$ cat config.mk
export PLATFORM = sky130hd
export DESIGN_NAME = compare_port_control_exec
export DESIGN_NICKNAME = d
export VERILOG_FILES = /design/src/core/cpe_pkg.sv /design/src/core/compare_port_control_exec.sv /design/src/core/nibble_ram.sv
export SDC_FILE = /design/constraint.sdc
export NUM_CORES = 1
export LEC_CHECK = 0
export BUFFER_PORTS_ARGS = -buffer_cell sky130_fd_sc_hd__clkbuf_2
export CORE_MARGIN = 2
export CORE_UTILIZATION = 30
export DETAILED_ROUTE_END_ITERATION = 10
export GPL_ROUTABILITY_DRIVEN = 0
export PLACE_DENSITY = 0.5
export SLEW_MARGIN = 20
export SYNTH_ARGS = -nofsm -noshare
export SYNTH_HDL_FRONTEND = slang
export SYNTH_SLANG_ARGS = --single-unit
$ cat constraint.sdc
create_clock -name REF_CLK -period 1.9 [get_ports REF_CLK]
set_input_delay 0.095 -clock REF_CLK [delete_from_list [all_inputs] [get_ports REF_CLK]]
set_output_delay 0.095 -clock REF_CLK [all_outputs]
set_load 0.1 [all_outputs]
$ cat src/core/cpe_pkg.sv
package cpe_pkg;
  // ----------------------------------------
  // instruction codes presented by the core
  // ----------------------------------------
  typedef enum logic [3:0] {
    NOP_OP, ACC_LE_IMMEDIATE_OP, MEMORY_NONZERO_TEST_OP, COLUMN_NE_ACC_OP,
    COLUMN_NE_IMMEDIATE_OP, LOAD_ACC_FIRST_PORTS_OP, LOAD_ACC_SECOND_PORTS_OP,
    OUTPUT_LATCH_SET_OP, OUTPUT_LATCH_CLEAR_OP, WATCHDOG_CLEAR_OP, STOP_OP,
    PULSE_MODE_LOAD_OP
  } op_t;

  // ----------------------------------------
  // column index decode points
  // ----------------------------------------
  localparam logic [3:0] COL_BIT_LAST   = 4'h3;
  localparam logic [3:0] COL_HIGH_FIRST = 4'h4;
  localparam logic [3:0] COL_HIGH_LAST  = 4'h7;
  localparam logic [3:0] COL_IR         = 4'h8;
  localparam logic [3:0] COL_P_CS_ALL   = 4'h9;
  localparam logic [3:0] COL_PU_FIRST   = 4'hA;
  localparam logic [3:0] COL_PU_LAST    = 4'hB;
  localparam logic [3:0] COL_SCAN       = 4'hE;
  localparam logic [3:0] COL_ALL        = 4'hF;
  localparam int         ROW_SEL_BIT    = 1;

  // ----------------------------------------
  // reset values and sizes
  // ----------------------------------------
  localparam logic [3:0] PORT4_RST  = 4'hF;
  localparam logic [2:0] PORT3_RST  = 3'h7;
  localparam logic [1:0] PORT2_RST  = 2'h3;
  localparam logic [1:0] PU_RST     = 2'h3;
  localparam logic [3:0] PMR_RST    = 4'h0;
  localparam int         WDT_W      = 12;
  localparam int         RAM_AW     = 5;
endpackage : cpe_pkg

$ cat src/core/compare_port_control_exec.sv
// Operation
// - acc-le-immediate sets flag when accumulator <= operand, accumulator kept.
// - memory-nonzero sets flag when RAM at row/column is nonzero.
// - column-ne-acc sets flag when column index differs from accumulator.
// - column-ne-immediate sets flag when column index differs from operand.
// - first port load gives key port for rows 0-1, P port for 2-3.
// - second port load gives R port for rows 0-1, CS port for 2-3.
// - output set drives selected bit high; 9 all P/CS, F all ports.
// - output set: 8 infrared low, A-B CS pull-up off, E transmit-key scan.
// - output clear mirrors set: clears bits, floats infrared, pull-up on, matrix scan.
// - watchdog clear resets the watchdog counter.
// - stop halts oscillator until a release event.
// - pulse-mode load copies column index into pulse mode register.
// - no-operation sets flag, changes nothing else.
module compare_port_control_exec (
  input  wire logic              REF_CLK,
  input  wire logic              NRST,
  input  wire logic              EXEC,
  input  wire cpe_pkg::op_t      OPCODE,
  input  wire logic [3:0]        OPERAND,
  input  wire logic [3:0]        ACC,
  input  wire logic [3:0]        ROW_IDX,
  input  wire logic [3:0]        COL_IDX,
  input  wire logic              RAM_WE,
  input  wire logic [3:0]        RAM_WDATA,
  input  wire logic [3:0]        KEY_IN,
  input  wire logic [3:0]        P_IN,
  input  wire logic [2:0]        R_IN,
  input  wire logic [1:0]        CS_IN,
  input  wire logic              RELEASE,
  output logic                   FLAG_BIT,
  output logic                   ACC_LOAD,
  output logic [3:0]             ACC_DATA,
  output logic [3:0]             KEY_OUT,
  output logic [3:0]             P_OUT,
  output logic [2:0]             R_OUT,
  output logic [1:0]             CS_OUT,
  output logic [1:0]             CS_PULLUP_EN,
  output logic                   INFRARED_DRIVE_PIN_OE,
  output logic                   TKEY_SCAN,
  output logic [3:0]             PULSE_MODE_REGISTER,
  output logic [cpe_pkg::WDT_W-1:0] WATCHDOG_COUNTER,
  output logic                   STOPPED
);
  logic [3:0] ram_rdata;
  logic       mem_pend_q;
  logic       row_hi;
  logic [1:0] sel2;
  logic [2:0] sel3;
  logic       set_v;
  logic       is_set;
  logic       is_clr;

  localparam logic [cpe_pkg::WDT_W-1:0] wdt_step = {{(cpe_pkg::WDT_W-1){1'b0}}, 1'b1};

  assign row_hi = ROW_IDX[cpe_pkg::ROW_SEL_BIT];
  assign sel2   = COL_IDX[1:0];
  assign sel3   = 3'(COL_IDX - cpe_pkg::COL_HIGH_FIRST);
  assign is_set = EXEC && OPCODE == cpe_pkg::OUTPUT_LATCH_SET_OP && !STOPPED;
  assign is_clr = EXEC && OPCODE == cpe_pkg::OUTPUT_LATCH_CLEAR_OP && !STOPPED;
  assign set_v  = is_set;

  // ----------------------------------------
  // data memory addressed by row and column
  // ----------------------------------------
  nibble_ram u_ram (
    .clk   (REF_CLK),
    .we    (RAM_WE),
    .addr  ({ROW_IDX[0], COL_IDX}),
    .wdata (RAM_WDATA),
    .rdata (ram_rdata)
  );

  // ----------------------------------------
  // status flag
  // ----------------------------------------
  always_ff @(posedge REF_CLK or negedge NRST) begin
    if (!NRST) begin
      FLAG_BIT   <= 1'b1;
      mem_pend_q <= 1'b0;
    end else begin
      mem_pend_q <= 1'b0;
      if (mem_pend_q) begin
        FLAG_BIT <= (ram_rdata != 4'h0);
      end else if (EXEC && !STOPPED) begin
        case (OPCODE)
          cpe_pkg::ACC_LE_IMMEDIATE_OP:    FLAG_BIT <= (ACC <= OPERAND);
          cpe_pkg::MEMORY_NONZERO_TEST_OP: mem_pend_q <= 1'b1;
          cpe_pkg::COLUMN_NE_ACC_OP:       FLAG_BIT <= (COL_IDX != ACC);
          cpe_pkg::COLUMN_NE_IMMEDIATE_OP: FLAG_BIT <= (COL_IDX != OPERAND);
          default:                         FLAG_BIT <= 1'b1;
        endcase
      end
    end
  end

  // ----------------------------------------
  // accumulator load from ports
  // ----------------------------------------
  always_ff @(posedge REF_CLK or negedge NRST) begin
    if (!NRST) begin
      ACC_LOAD <= 1'b0;
      ACC_DATA <= 4'h0;
    end else begin
      ACC_LOAD <= 1'b0;
      if (EXEC && !STOPPED && OPCODE == cpe_pkg::LOAD_ACC_FIRST_PORTS_OP) begin
        ACC_LOAD <= 1'b1;
        ACC_DATA <= row_hi ? P_IN : KEY_IN;
      end else if (EXEC && !STOPPED && OPCODE == cpe_pkg::LOAD_ACC_SECOND_PORTS_OP) begin
        ACC_LOAD <= 1'b1;
        ACC_DATA <= row_hi ? {2'h0, CS_IN} : {1'b0, R_IN};
      end
    end
  end

  // ----------------------------------------
  // output latches
  // ----------------------------------------
  always_ff @(posedge REF_CLK or negedge NRST) begin
    if (!NRST) begin
      KEY_OUT <= cpe_pkg::PORT4_RST;
      P_OUT   <= cpe_pkg::PORT4_RST;
      R_OUT   <= cpe_pkg::PORT3_RST;
      CS_OUT  <= cpe_pkg::PORT2_RST;
    end else if (is_set || is_clr) begin
      if (COL_IDX <= cpe_pkg::COL_BIT_LAST) begin
        if (row_hi) P_OUT[sel2] <= set_v;
        else KEY_OUT[sel2] <= set_v;
      end else if (COL_IDX <= cpe_pkg::COL_HIGH_LAST) begin
        if (row_hi) begin
          if (sel3 <= 3'h1) CS_OUT[sel3[0]] <= set_v;
        end else if (sel3 <= 3'h2) begin
          R_OUT[sel3[1:0]] <= set_v;
        end
      end else if (COL_IDX == cpe_pkg::COL_P_CS_ALL) begin
        P_OUT  <= {4{set_v}};
        CS_OUT <= {2{set_v}};
      end else if (COL_IDX == cpe_pkg::COL_ALL) begin
        KEY_OUT <= {4{set_v}};
        P_OUT   <= {4{set_v}};
        R_OUT   <= {3{set_v}};
        CS_OUT  <= {2{set_v}};
      end
    end
  end

  // ----------------------------------------
  // infrared, pull-up and scan controls
  // ----------------------------------------
  always_ff @(posedge REF_CLK or negedge NRST) begin
    if (!NRST) begin
      INFRARED_DRIVE_PIN_OE <= 1'b0;
      CS_PULLUP_EN          <= cpe_pkg::PU_RST;
      TKEY_SCAN             <= 1'b0;
    end else if (is_set || is_clr) begin
      if (COL_IDX == cpe_pkg::COL_IR) begin
        INFRARED_DRIVE_PIN_OE <= set_v;
      end
      if (COL_IDX >= cpe_pkg::COL_PU_FIRST && COL_IDX <= cpe_pkg::COL_PU_LAST) begin
        CS_PULLUP_EN[COL_IDX[0]] <= !set_v;
      end
      if (COL_IDX == cpe_pkg::COL_SCAN) begin
        TKEY_SCAN <= set_v;
      end
    end
  end

  // ----------------------------------------
  // pulse mode, watchdog, stop
  // ----------------------------------------
  always_ff @(posedge REF_CLK or negedge NRST) begin
    if (!NRST) begin
      PULSE_MODE_REGISTER <= cpe_pkg::PMR_RST;
    end else if (EXEC && !STOPPED && OPCODE == cpe_pkg::PULSE_MODE_LOAD_OP) begin
      PULSE_MODE_REGISTER <= COL_IDX;
    end
  end

  always_ff @(posedge REF_CLK or negedge NRST) begin
    if (!NRST) begin
      WATCHDOG_COUNTER <= '0;
    end else if (EXEC && !STOPPED && OPCODE == cpe_pkg::WATCHDOG_CLEAR_OP) begin
      WATCHDOG_COUNTER <= '0;
    end else if (!STOPPED) begin
      WATCHDOG_COUNTER <= WATCHDOG_COUNTER + wdt_step;
    end
  end

  always_ff @(posedge REF_CLK or negedge NRST) begin
    if (!NRST) begin
      STOPPED <= 1'b0;
    end else if (STOPPED && RELEASE) begin
      STOPPED <= 1'b0;
    end else if (EXEC && OPCODE == cpe_pkg::STOP_OP) begin
      STOPPED <= 1'b1;
    end
  end
endmodule : compare_port_control_exec

$ cat src/core/nibble_ram.sv
module nibble_ram (
  input  wire logic                          clk,
  input  wire logic                          we,
  input  wire logic [cpe_pkg::RAM_AW-1:0]    addr,
  input  wire logic [3:0]                    wdata,
  output logic      [3:0]                    rdata
);
  logic [3:0] mem [0:(1<<cpe_pkg::RAM_AW)-1];

  // ----------------------------------------
  // registered read, old data on a same-cycle write
  // ----------------------------------------
  always_ff @(posedge clk) begin
    if (we) begin
      mem[addr] <= wdata;
    end
    rdata <= mem[addr];
  end
endmodule : nibble_ram

==> results.py, run 1 <==
metrics = {
    "critical_path": {
        "worstPathRequired_ns": 2.21,
        "reg2reg_depth": 5,
        "crit_path_max_fanout": 7,
        "reg2reg_slack_ns": 0.08,
        "r2r-start": "STOPPED$_DFFE_PN0P_",
        "worstSetupPathType": "register to register",
        "start_kind": "register",
        "end_kind": "register",
        "arrival_ns": 2.14,
        "r2r-end": "ACC_DATA[1]$_DFFE_PN0P_",
    },
    "global_route": {
        "antenna_found_initial": 0,
        "grt_util_all_layers_pct": 12.93,
        "overflow": 0,
        "grt_pass1_vias": 4582,
        "grt_max_degree": 33,
        "grt_pass1_wl_um": 25870,
    },
    "routing": {
        "antenna_left": 0,
        "wire_per_inst_um": 18.06,
        "drt_first_pass_iters": 4,
        "drt-vias-per-instance": 4.822,
        "drt_iter0_markers": 335,
        "drt_wl_total_um": 16940,
        "drc": 0,
        "vias": 4523,
    },
    "clock_network": {
        "clkSinkCount": 173,
        "insertion_delay_ns": 0.42,
        "cts-root-buf": "clkbuf_16",
        "h-tree-depth": 4,
        "clkTransAtPathRegs_ns": 0.07,
        "cts_tree": "done",
        "cts_made_buffers": 17,
        "cts.path.max_buffers": 2,
    },
    "sta": {
        "rsz0062_at_grt": "false",
        "slew_viol_final": 0,
        "finalSetupViolations": 0,
        "min_period_over_period_pct": 96.05,
        "hold_viol": 0,
        "worstMarginPinSlew_ns": 0.6952,
        "skew_ns": 0.006834,
        "hold_ws_ns": 0.01642,
        "fin_crit_ns": 1.825,
        "relSlewSlack_pct": 53.66,
        "setup-tns-final_ns": 0,
        "clock.fmax_mhz": 548.0,
    },
    "yosys": {
        "ys_top_cells_by_area": "edfxtp_1, dfrtp_1, mux4_2",
        "synth.ff_latch_count": 173,
        "synth_cell_type_count": 60,
        "ys_warn_count": 0,
        "netlist_area_um2": 7652,
        "yosysTopAreaCell": "edfxtp_1",
        "ys.flop_type": "edfxtp_1",
        "yosysSeqAreaShare_pct": 64.94,
        "synth_fp_nets": 535,
        "async_reset_ff_share_pct": 23.70,
        "synth_top_area_share_pct": 50.23,
        "avgSynthCellArea_um2": 15.68,
        "synth_cells": 488,
        "synth_edf_count": 128,
    },
    "place": {
        "dp_hpwl_um": 12060,
        "placed_area_um2": 8538,
        "dp.cells": 899,
        "io_buffers": 79,
    },
    "floorplan": {
        "core_um2": 25110,
        "start_util_pct": 30.48,
        "row_count": 58,
        "die_w_um": 163.7,
        "die_h_um": 163.7,
        "die_area_um2": 26800,
        "ios": 82,
    },
    "pwr": {
        "leakagePower_uw": 0.003423,
        "irDropWorstVdd_v": 0.001017,
        "powerDensity_nw_per_um2": 1111,
    },
    "finish": {
        "layout.nets": 642,
        "design_area_um2": 9190,
        "drive_gt1_share_pct": 33.88,
        "post-route-util_pct": 36.60,
        "final_cells": 938,
        "layout_common_cells": "edfxtp_1, clkbuf_2, nor2_1, buf_4, nand2_1",
        "fillerInstances": 2414,
        "layout_commonest_cell": "edfxtp_1",
        "antenna_cells": 0,
        "syn2layout_area_growth_pct": 20.09,
    },
    "run": {
        "max_cap_viol_count": 0,
    },
    "min_path": {
        "min_to": "STOPPED$_DFFE_PN0P_",
        "min_path_cells": 3,
        "hp-class": "input pin to register",
        "hp-start": "OPCODE[1]",
    },
    "run_status": {
        "status": "finished, final reports clean",
    },
}
worst max-delay path: stages (launching register included):
cell	delay (ns)
dfrtp_4	0.51
nor2b_1	0.13
buf_4	0.17
nand4b_4	0.16
mux4_2	0.46
mux2_2	0.28
layout make-up:
class | count | area, um2 | share of cell area [%]
sequential | 173 | 4976 | 54.15
multi-input combinational | 281 | 2484 | 27.03
timing repair buffer | 113 | 700.7 | 7.624
clock buffer | 18 | 429.2 | 4.670
tap | 330 | 412.9 | 4.493
clock inverter | 14 | 153.9 | 1.675
inverter | 9 | 33.78 | 0.3676
layer usage:
layer,track usage [%],part of all wire (%),routed length [um],vias to the layer above
li1,-,-,-,2106
met1,17.30,44,7489,2262
met2,21.24,48,8127,148
met3,2.778,7.3,1245,7
met4,3.708,0.48,81,0
met5,0,0,0,-
worst max path at each step:
stage,depth (start not counted),end,slack [ns],start
after floorplan,5,WATCHDOG_COUNTER[11]$_DFFE_PN0P_,0.02,WATCHDOG_COUNTER[6]$_DFFE_PN0P_
after global placement,5,ACC_DATA[0]$_DFFE_PN0P_,0.1,STOPPED$_DFFE_PN0P_
after detailed placement,6,u_ram.mem[13][3]$_DFFE_PP_,0.06,COL_IDX[0]
after CTS,6,P_OUT[3]$_DFFE_PN1P_,0.05,STOPPED$_DFFE_PN0P_
after global routing,5,ACC_DATA[1]$_DFFE_PN0P_,0.009,STOPPED$_DFFE_PN0P_
final,5,ACC_DATA[1]$_DFFE_PN0P_,0.08,STOPPED$_DFFE_PN0P_
cell usage after synthesis (4+ instances only):
cell type	number
edfxtp_1	128
nor2_1	55
dfrtp_1	25
nand2_1	25
o21ai_0	22
mux4_2	21
mux2i_1	19
dfstp_2	16
mux2_2	13
mux4_1	13
a21oi_1	9
buf_2	9
inv_1	9
xor2_1	9
nor2b_1	8
clkbuf_1	7
nand3_1	7
nand4_1	6
ha_1	5
xnor2_1	5
a221oi_1	4
a22o_1	4
and3_1	4
buf_4	4
dfxtp_1	4
nand2b_1	4
timing repair:
action                                  in CTS  in global routing
endpoints found under the setup margin       0                  5
resized for setup                            0                  1
buffers inserted                             0                  2
hold buffers                                 5                  0
hold endpoints to repair                    31                  0
where the power goes:
| group | internal, uW | switching (uW) |
|---|---|---|
| registers | 4310 | 177 |
| clock network | 1860 | 1530 |
| logic | 487 | 1850 |
cell families after synthesis:
logic type / after synthesis / share of synthesized area, %
DFF: 173 / 64.94
and+or+nand+nor: 136 / 9.549
muxes: 69 / 15.48
AOI/OAI and AO/OA: 57 / 4.872
buffers and inverters: 34 / 2.731
xor gates and xnor gates: 14 / 1.602
adders and majority gates: 5 / 0.8175
sequential cells by signal, summed over array words and instances, names as in the netlist, 3 cells and up:
signal,cells
P_OUT,4
ACC_DATA,4
WATCHDOG_COUNTER,12
PULSE_MODE_REGISTER,4
KEY_OUT,4
u_ram.rdata,4
u_ram.mem,128
R_OUT,3
per-stage QoR:
stage	setup WS, ns	power (uW)
detailed placement	0.05883	6899
finish	0.07503	10210
global placement	0.09569	6853
floorplan	0.01753	6374
CTS	0.04946	10310
global route	0.008998	10600
Power figures use the tool's default switching activity.
==> run 2: changes to the inputs <==
--- a/config.mk
+++ b/config.mk
@@ -6,7 +6,7 @@
 export NUM_CORES = 1
 export LEC_CHECK = 0
 export BUFFER_PORTS_ARGS = -buffer_cell sky130_fd_sc_hd__clkbuf_2
-export CORE_MARGIN = 2
+export CORE_MARGIN = 1
 export CORE_UTILIZATION = 30
 export DETAILED_ROUTE_END_ITERATION = 10
 export GPL_ROUTABILITY_DRIVEN = 0
==> constraint.sdc (replaced) <==
create_clock -name REF_CLK -period 1.9 [get_ports REF_CLK]
set_input_delay 0 -clock REF_CLK [delete_from_list [all_inputs] [get_ports REF_CLK]]
set_output_delay 0 -clock REF_CLK [all_outputs]
set_load 0.1 [all_outputs]
==> results.py, run 2 (synthesized netlist as in run 1, its figures left out) <==
metrics = {
    "run_status": {
        "status": "finished, final reports clean",
    },
    "finish": {
        "syn2layout_area_growth_pct": 20.06,
        "seqCellArea_um2": 4976,
        "fillerInstances": 2398,
        "top_register": "u_ram.mem",
        "layout.nets": 638,
        "layout_commonest_cell": "edfxtp_1",
        "top_regs": "u_ram.mem: 128 flops, WATCHDOG_COUNTER: 12 flops",
        "layout_common_cells": "edfxtp_1, clkbuf_2, nor2_1, nand2_1",
        "multi_input_area_um2": 2486,
        "antenna_cells": 0,
        "drive_gt1_share_pct": 33.22,
        "largest_register_ffs": 128,
    },
    "critical_path": {
        "start_kind": "register",
        "worstPathRequired_ns": 2.22,
        "crit_path_max_fanout": 8,
        "arrival_ns": 2.14,
        "end_kind": "register",
        "worstSetupPathType": "register to register",
    },
    "clock_network": {
        "clkSinkCount": 173,
        "clkTransAtPathRegs_ns": 0.07,
        "cts_tree": "done",
        "cts-root-buf": "clkbuf_16",
        "h-tree-depth": 4,
        "cts_made_buffers": 17,
        "insertion_delay_ns": 0.43,
        "cts.path.max_buffers": 2,
    },
    "global_route": {
        "grt_pass1_wl_um": 27220,
        "antenna_found_initial": 0,
        "grt_util_all_layers_pct": 13.84,
        "grt_pass1_vias": 4758,
        "grt_max_degree": 33,
        "overflow": 0,
    },
    "sta": {
        "hold_ws_ns": 0.01222,
        "setup-tns-final_ns": 0,
        "worstMarginPinSlew_ns": 0.7191,
        "skew_ns": 0.01054,
        "rsz0062_at_grt": "false",
        "hold_viol": 0,
        "slew_viol_final": 0,
        "clock.fmax_mhz": 549.1,
        "min_period_over_period_pct": 95.84,
        "relSlewSlack_pct": 52.06,
        "finalSetupViolations": 0,
        "fin_crit_ns": 1.821,
    },
    "place": {
        "io_buffers": 79,
        "dp_hpwl_um": 11950,
    },
    "run": {
        "max_cap_viol_count": 0,
    },
    "floorplan": {
        "die_h_um": 161.7,
        "die_area_um2": 26150,
        "ios": 82,
        "start_util_pct": 30.48,
        "row_count": 58,
        "core_um2": 25110,
        "die_w_um": 161.7,
    },
    "routing": {
        "wire_per_inst_um": 18.48,
        "drt_first_pass_iters": 5,
        "drt_iter0_markers": 255,
        "antenna_left": 0,
        "vias": 4535,
        "drt_wl_total_um": 17230,
        "drt-vias-per-instance": 4.866,
        "drc": 0,
    },
    "pwr": {
        "powerDensity_nw_per_um2": 1130,
        "irDropWorstVdd_v": 0.001012,
        "leakagePower_uw": 0.003417,
    },
    "min_path": {
        "hp-class": "input pin to register",
    },
}
run 2: cell types whose count changed in the layout (fill, tap and decap cells not counted):
| cell | previous run | this run |
|---|---|---|
| clkinv_2 | 0 | 1 |
| buf_4 | 26 | 20 |
| nor2_2 | 0 | 1 |
| bufinv_16 | 1 | 3 |
| nor2_1 | 55 | 54 |
| clkinv_8 | 1 | 0 |
| clkbuf_1 | 1 | 0 |
| clkinv_4 | 3 | 2 |
| dlygate4sd3_1 | 5 | 7 |
| clkinvlp_4 | 2 | 1 |
| inv_6 | 5 | 4 |
run 2: area by class of cell:
cell class	instances	share of cell area, %
Timing Repair Buffer	109	7.354
Inverter	9	0.3677
Multi-Input combinational cell	281	27.06
Sequential cell	173	54.16
Tap cell	330	4.494
Clock buffer	17	4.630
Clock inverter	13	1.934
run 2: what timing repair did:
action | 4_1_cts | 5_1_grt
hold buffers | 7 | 0
buffers inserted | 0 | 3
endpoints found under the setup margin | 0 | 4
resized for setup | 0 | 2
endpoints found under the hold margin | 29 | 0
run 2: worst paths after layout:
kind	from	cells after the start	slack, ns	endpoint
worst min register to register	INFRARED_DRIVE_PIN_OE$_DFFE_PN0P_	1	0.49	INFRARED_DRIVE_PIN_OE$_DFFE_PN0P_
worst max register to register	STOPPED$_DFFE_PN0P_	5	0.08	ACC_DATA[0]$_DFFE_PN0P_
min in group asynchronous	NRST	2	0.15	ACC_DATA[0]$_DFFE_PN0P_
max in group asynchronous	NRST	3	1.01	R_OUT[1]$_DFFE_PN1P_
worst min-delay path	R_IN[2]	4	0.01	ACC_DATA[2]$_DFFE_PN0P_
worst max-delay path	STOPPED$_DFFE_PN0P_	5	0.08	ACC_DATA[0]$_DFFE_PN0P_
run 2: layer usage:
layer	routed length, um	track usage (%)	up-vias	share of wire [%]
met4	255	4.245	0	1.5
met1	7992	18.67	2302	46
met2	8069	22.28	126	47
met5	0	0	-	0
li1	-	-	2091	-
met3	907	3.039	16	5.3
run 2: critical path, cell delays in order (launching register included):
cell,delay [ns]
dfrtp_4,0.51
nor2b_1,0.14
buf_4,0.19
nand4b_4,0.14
mux4_2,0.45
mux2_2,0.28
run 2: through the flow:
stage	cell area [um2]	setup slack (ns)	cells	total power, uW	util [%]
CTS	9159	0.02271	929	10460	36.48
floorplan	7661	0.01753	488	6374	-
finish	9188	0.07895	932	10380	36.59
detailed placement	8486	0.04766	892	6883	33.80
global placement	8486	0.06491	892	6834	33.80
global route	9188	0.006790	932	10750	36.59
run 2: power by group:
| group | switching (uW) | total [uW] | internal [uW] |
|---|---|---|---|
| clock network | 1480 | 3570 | 2090 |
| registers | 175 | 4490 | 4310 |
| logic | 1850 | 2330 | 479 |
| total | 3500 | 10400 | 6880 |
==> run 3: changes to the inputs <==
--- a/config.mk
+++ b/config.mk
@@ -10,7 +10,6 @@
 export CORE_UTILIZATION = 30
 export DETAILED_ROUTE_END_ITERATION = 10
 export GPL_ROUTABILITY_DRIVEN = 0
-export PLACE_DENSITY = 0.5
 export SLEW_MARGIN = 20
 export SYNTH_ARGS = -nofsm -noshare
 export SYNTH_HDL_FRONTEND = slang
==> results.py, run 3 (synthesized netlist as in run 1, its figures left out) <==
metrics = {
    "run_status": {
        "status": "finished, final reports clean",
    },
    "finish": {
        "antenna_cells": 0,
        "final_cells": 930,
        "drive_gt1_share_pct": 32.50,
        "top_regs": "u_ram.mem: 128 flops, WATCHDOG_COUNTER: 12 flops",
        "layout_common_cells": "edfxtp_1, clkbuf_2, nor2_1, nand2_1",
        "largest_register_ffs": 128,
        "design_area_um2": 9136,
        "syn2layout_area_growth_pct": 19.39,
        "layout_commonest_cell": "edfxtp_1",
        "layout.nets": 634,
        "top_register": "u_ram.mem",
        "fillerInstances": 2379,
    },
    "routing": {
        "wire_per_inst_um": 17.91,
        "antenna_left": 0,
        "vias": 4539,
        "drc": 0,
        "drt_iter0_markers": 268,
        "drt_wl_total_um": 16660,
        "drt-vias-per-instance": 4.881,
        "drt_first_pass_iters": 4,
    },
    "critical_path": {
        "worstPathRequired_ns": 2.21,
        "start_kind": "register",
        "reg2reg_depth": 5,
        "reg2reg_slack_ns": 0.09,
        "crit_path_max_fanout": 7,
        "end_kind": "register",
        "worstSetupPathType": "register to register",
        "arrival_ns": 2.12,
    },
    "global_route": {
        "grt_pass1_vias": 4655,
        "use_met2_pct": 21.81,
        "grt_util_all_layers_pct": 13.22,
        "grt_max_degree": 42,
        "busiest_layer": "met2",
        "antenna_found_initial": 0,
        "grt_pass1_wl_um": 26140,
        "overflow": 0,
        "grt_util_met1_pct": 16.78,
        "met3_usage_pct": 4.009,
    },
    "clock_network": {
        "cts.path.max_buffers": 2,
        "h-tree-depth": 4,
        "clkSinkCount": 173,
        "cts-root-buf": "clkbuf_16",
        "cts_tree": "done",
        "insertion_delay_ns": 0.43,
        "clkTransAtPathRegs_ns": 0.07,
        "cts_made_buffers": 17,
    },
    "floorplan": {
        "core_um2": 25110,
        "die_h_um": 161.7,
        "die_area_um2": 26150,
        "row_count": 58,
        "ios": 82,
        "start_util_pct": 30.48,
        "die_w_um": 161.7,
    },
    "pwr": {
        "irDropWorstVdd_v": 0.0009884,
        "powerDensity_nw_per_um2": 1116,
        "leakagePower_uw": 0.003380,
    },
    "sta": {
        "fin_crit_ns": 1.814,
        "min_period_over_period_pct": 95.47,
        "hold_viol": 0,
        "finalSetupViolations": 0,
        "slew_viol_final": 0,
        "relSlewSlack_pct": 37.69,
        "skew_ns": 0.009534,
        "worstMarginPinSlew_ns": 0.9346,
        "clock.fmax_mhz": 551.3,
        "worst_slack_ns": 0.08614,
    },
    "run": {
        "max_cap_viol_count": 0,
    },
    "place": {
        "dp.cells": 890,
        "dp_hpwl_um": 11540,
        "io_buffers": 79,
        "placed_area_um2": 8477,
        "post-place-ws_ns": 0.06679,
    },
    "min_path": {
        "hp-class": "input pin to register",
        "min_path_cells": 4,
    },
}
## run 3: power by group
part           internal [uW]  switching (uW)
Sequential              4310             179
Clock                   1940            1460
Combinational            479            1820
Total                   6730            3460
## run 3: worst paths after layout
| check | end | from |
|---|---|---|
| min in group asynchronous | ACC_DATA[0]$_DFFE_PN0P_ | NRST |
| worst max-delay path | ACC_DATA[0]$_DFFE_PN0P_ | STOPPED$_DFFE_PN0P_ |
| worst max register to register | ACC_DATA[0]$_DFFE_PN0P_ | STOPPED$_DFFE_PN0P_ |
| max in group asynchronous | STOPPED$_DFFE_PN0P_ | NRST |
| worst min-delay path | ACC_DATA[2]$_DFFE_PN0P_ | KEY_IN[2] |
| worst min register to register | FLAG_BIT$_DFFE_PN1P_ | FLAG_BIT$_DFFE_PN1P_ |
## run 3: metrics by stage
step	total power, uW	hold WS (ns)	setup TNS (ns)	util [%]
2_1_floorplan	6374	-0.2956	0	-
3_3_place_gp	6810	0.1986	0	33.76
3_5_place_dp	6871	0.2191	0	33.76
4_1_cts	10260	0.01193	0	36.33
5_1_grt	10570	0.02263	-0.0005544	36.39
6_report	10200	0.02708	0	36.39
## run 3: per-layer routing
metal / wire length [um] / vias to the layer above
li1: - / 2083
met1: 7348 / 2322
met2: 8208 / 118
met3: 871 / 16
met4: 229 / 0
met5: 0 / -
## run 3: area by class of cell
type	count	area, um2	area share [%]
well taps	330	412.9	4.519
inverters	9	33.78	0.3698
repair buffers	105	658.1	7.204
flip-flops and latches	173	4976	54.46
clock buffers	19	432.9	4.738
multi-input cells	281	2481	27.16
clock inverters	13	141.4	1.548
## run 3: critical path: stages, from the launching register on
cell and delay, ns:
dfrtp_4 0.51, nor2b_2 0.13, buf_4 0.16, nand4b_4 0.15, mux4_2 0.45, mux2_2 0.28
## run 3: repair_timing
action | 4_1_cts | 5_1_grt
setup buffers | 0 | 1
endpoints found under the setup margin | 0 | 4
resized for setup | 0 | 3
hold buffers | 7 | 0
endpoints found under the hold margin | 29 | 0
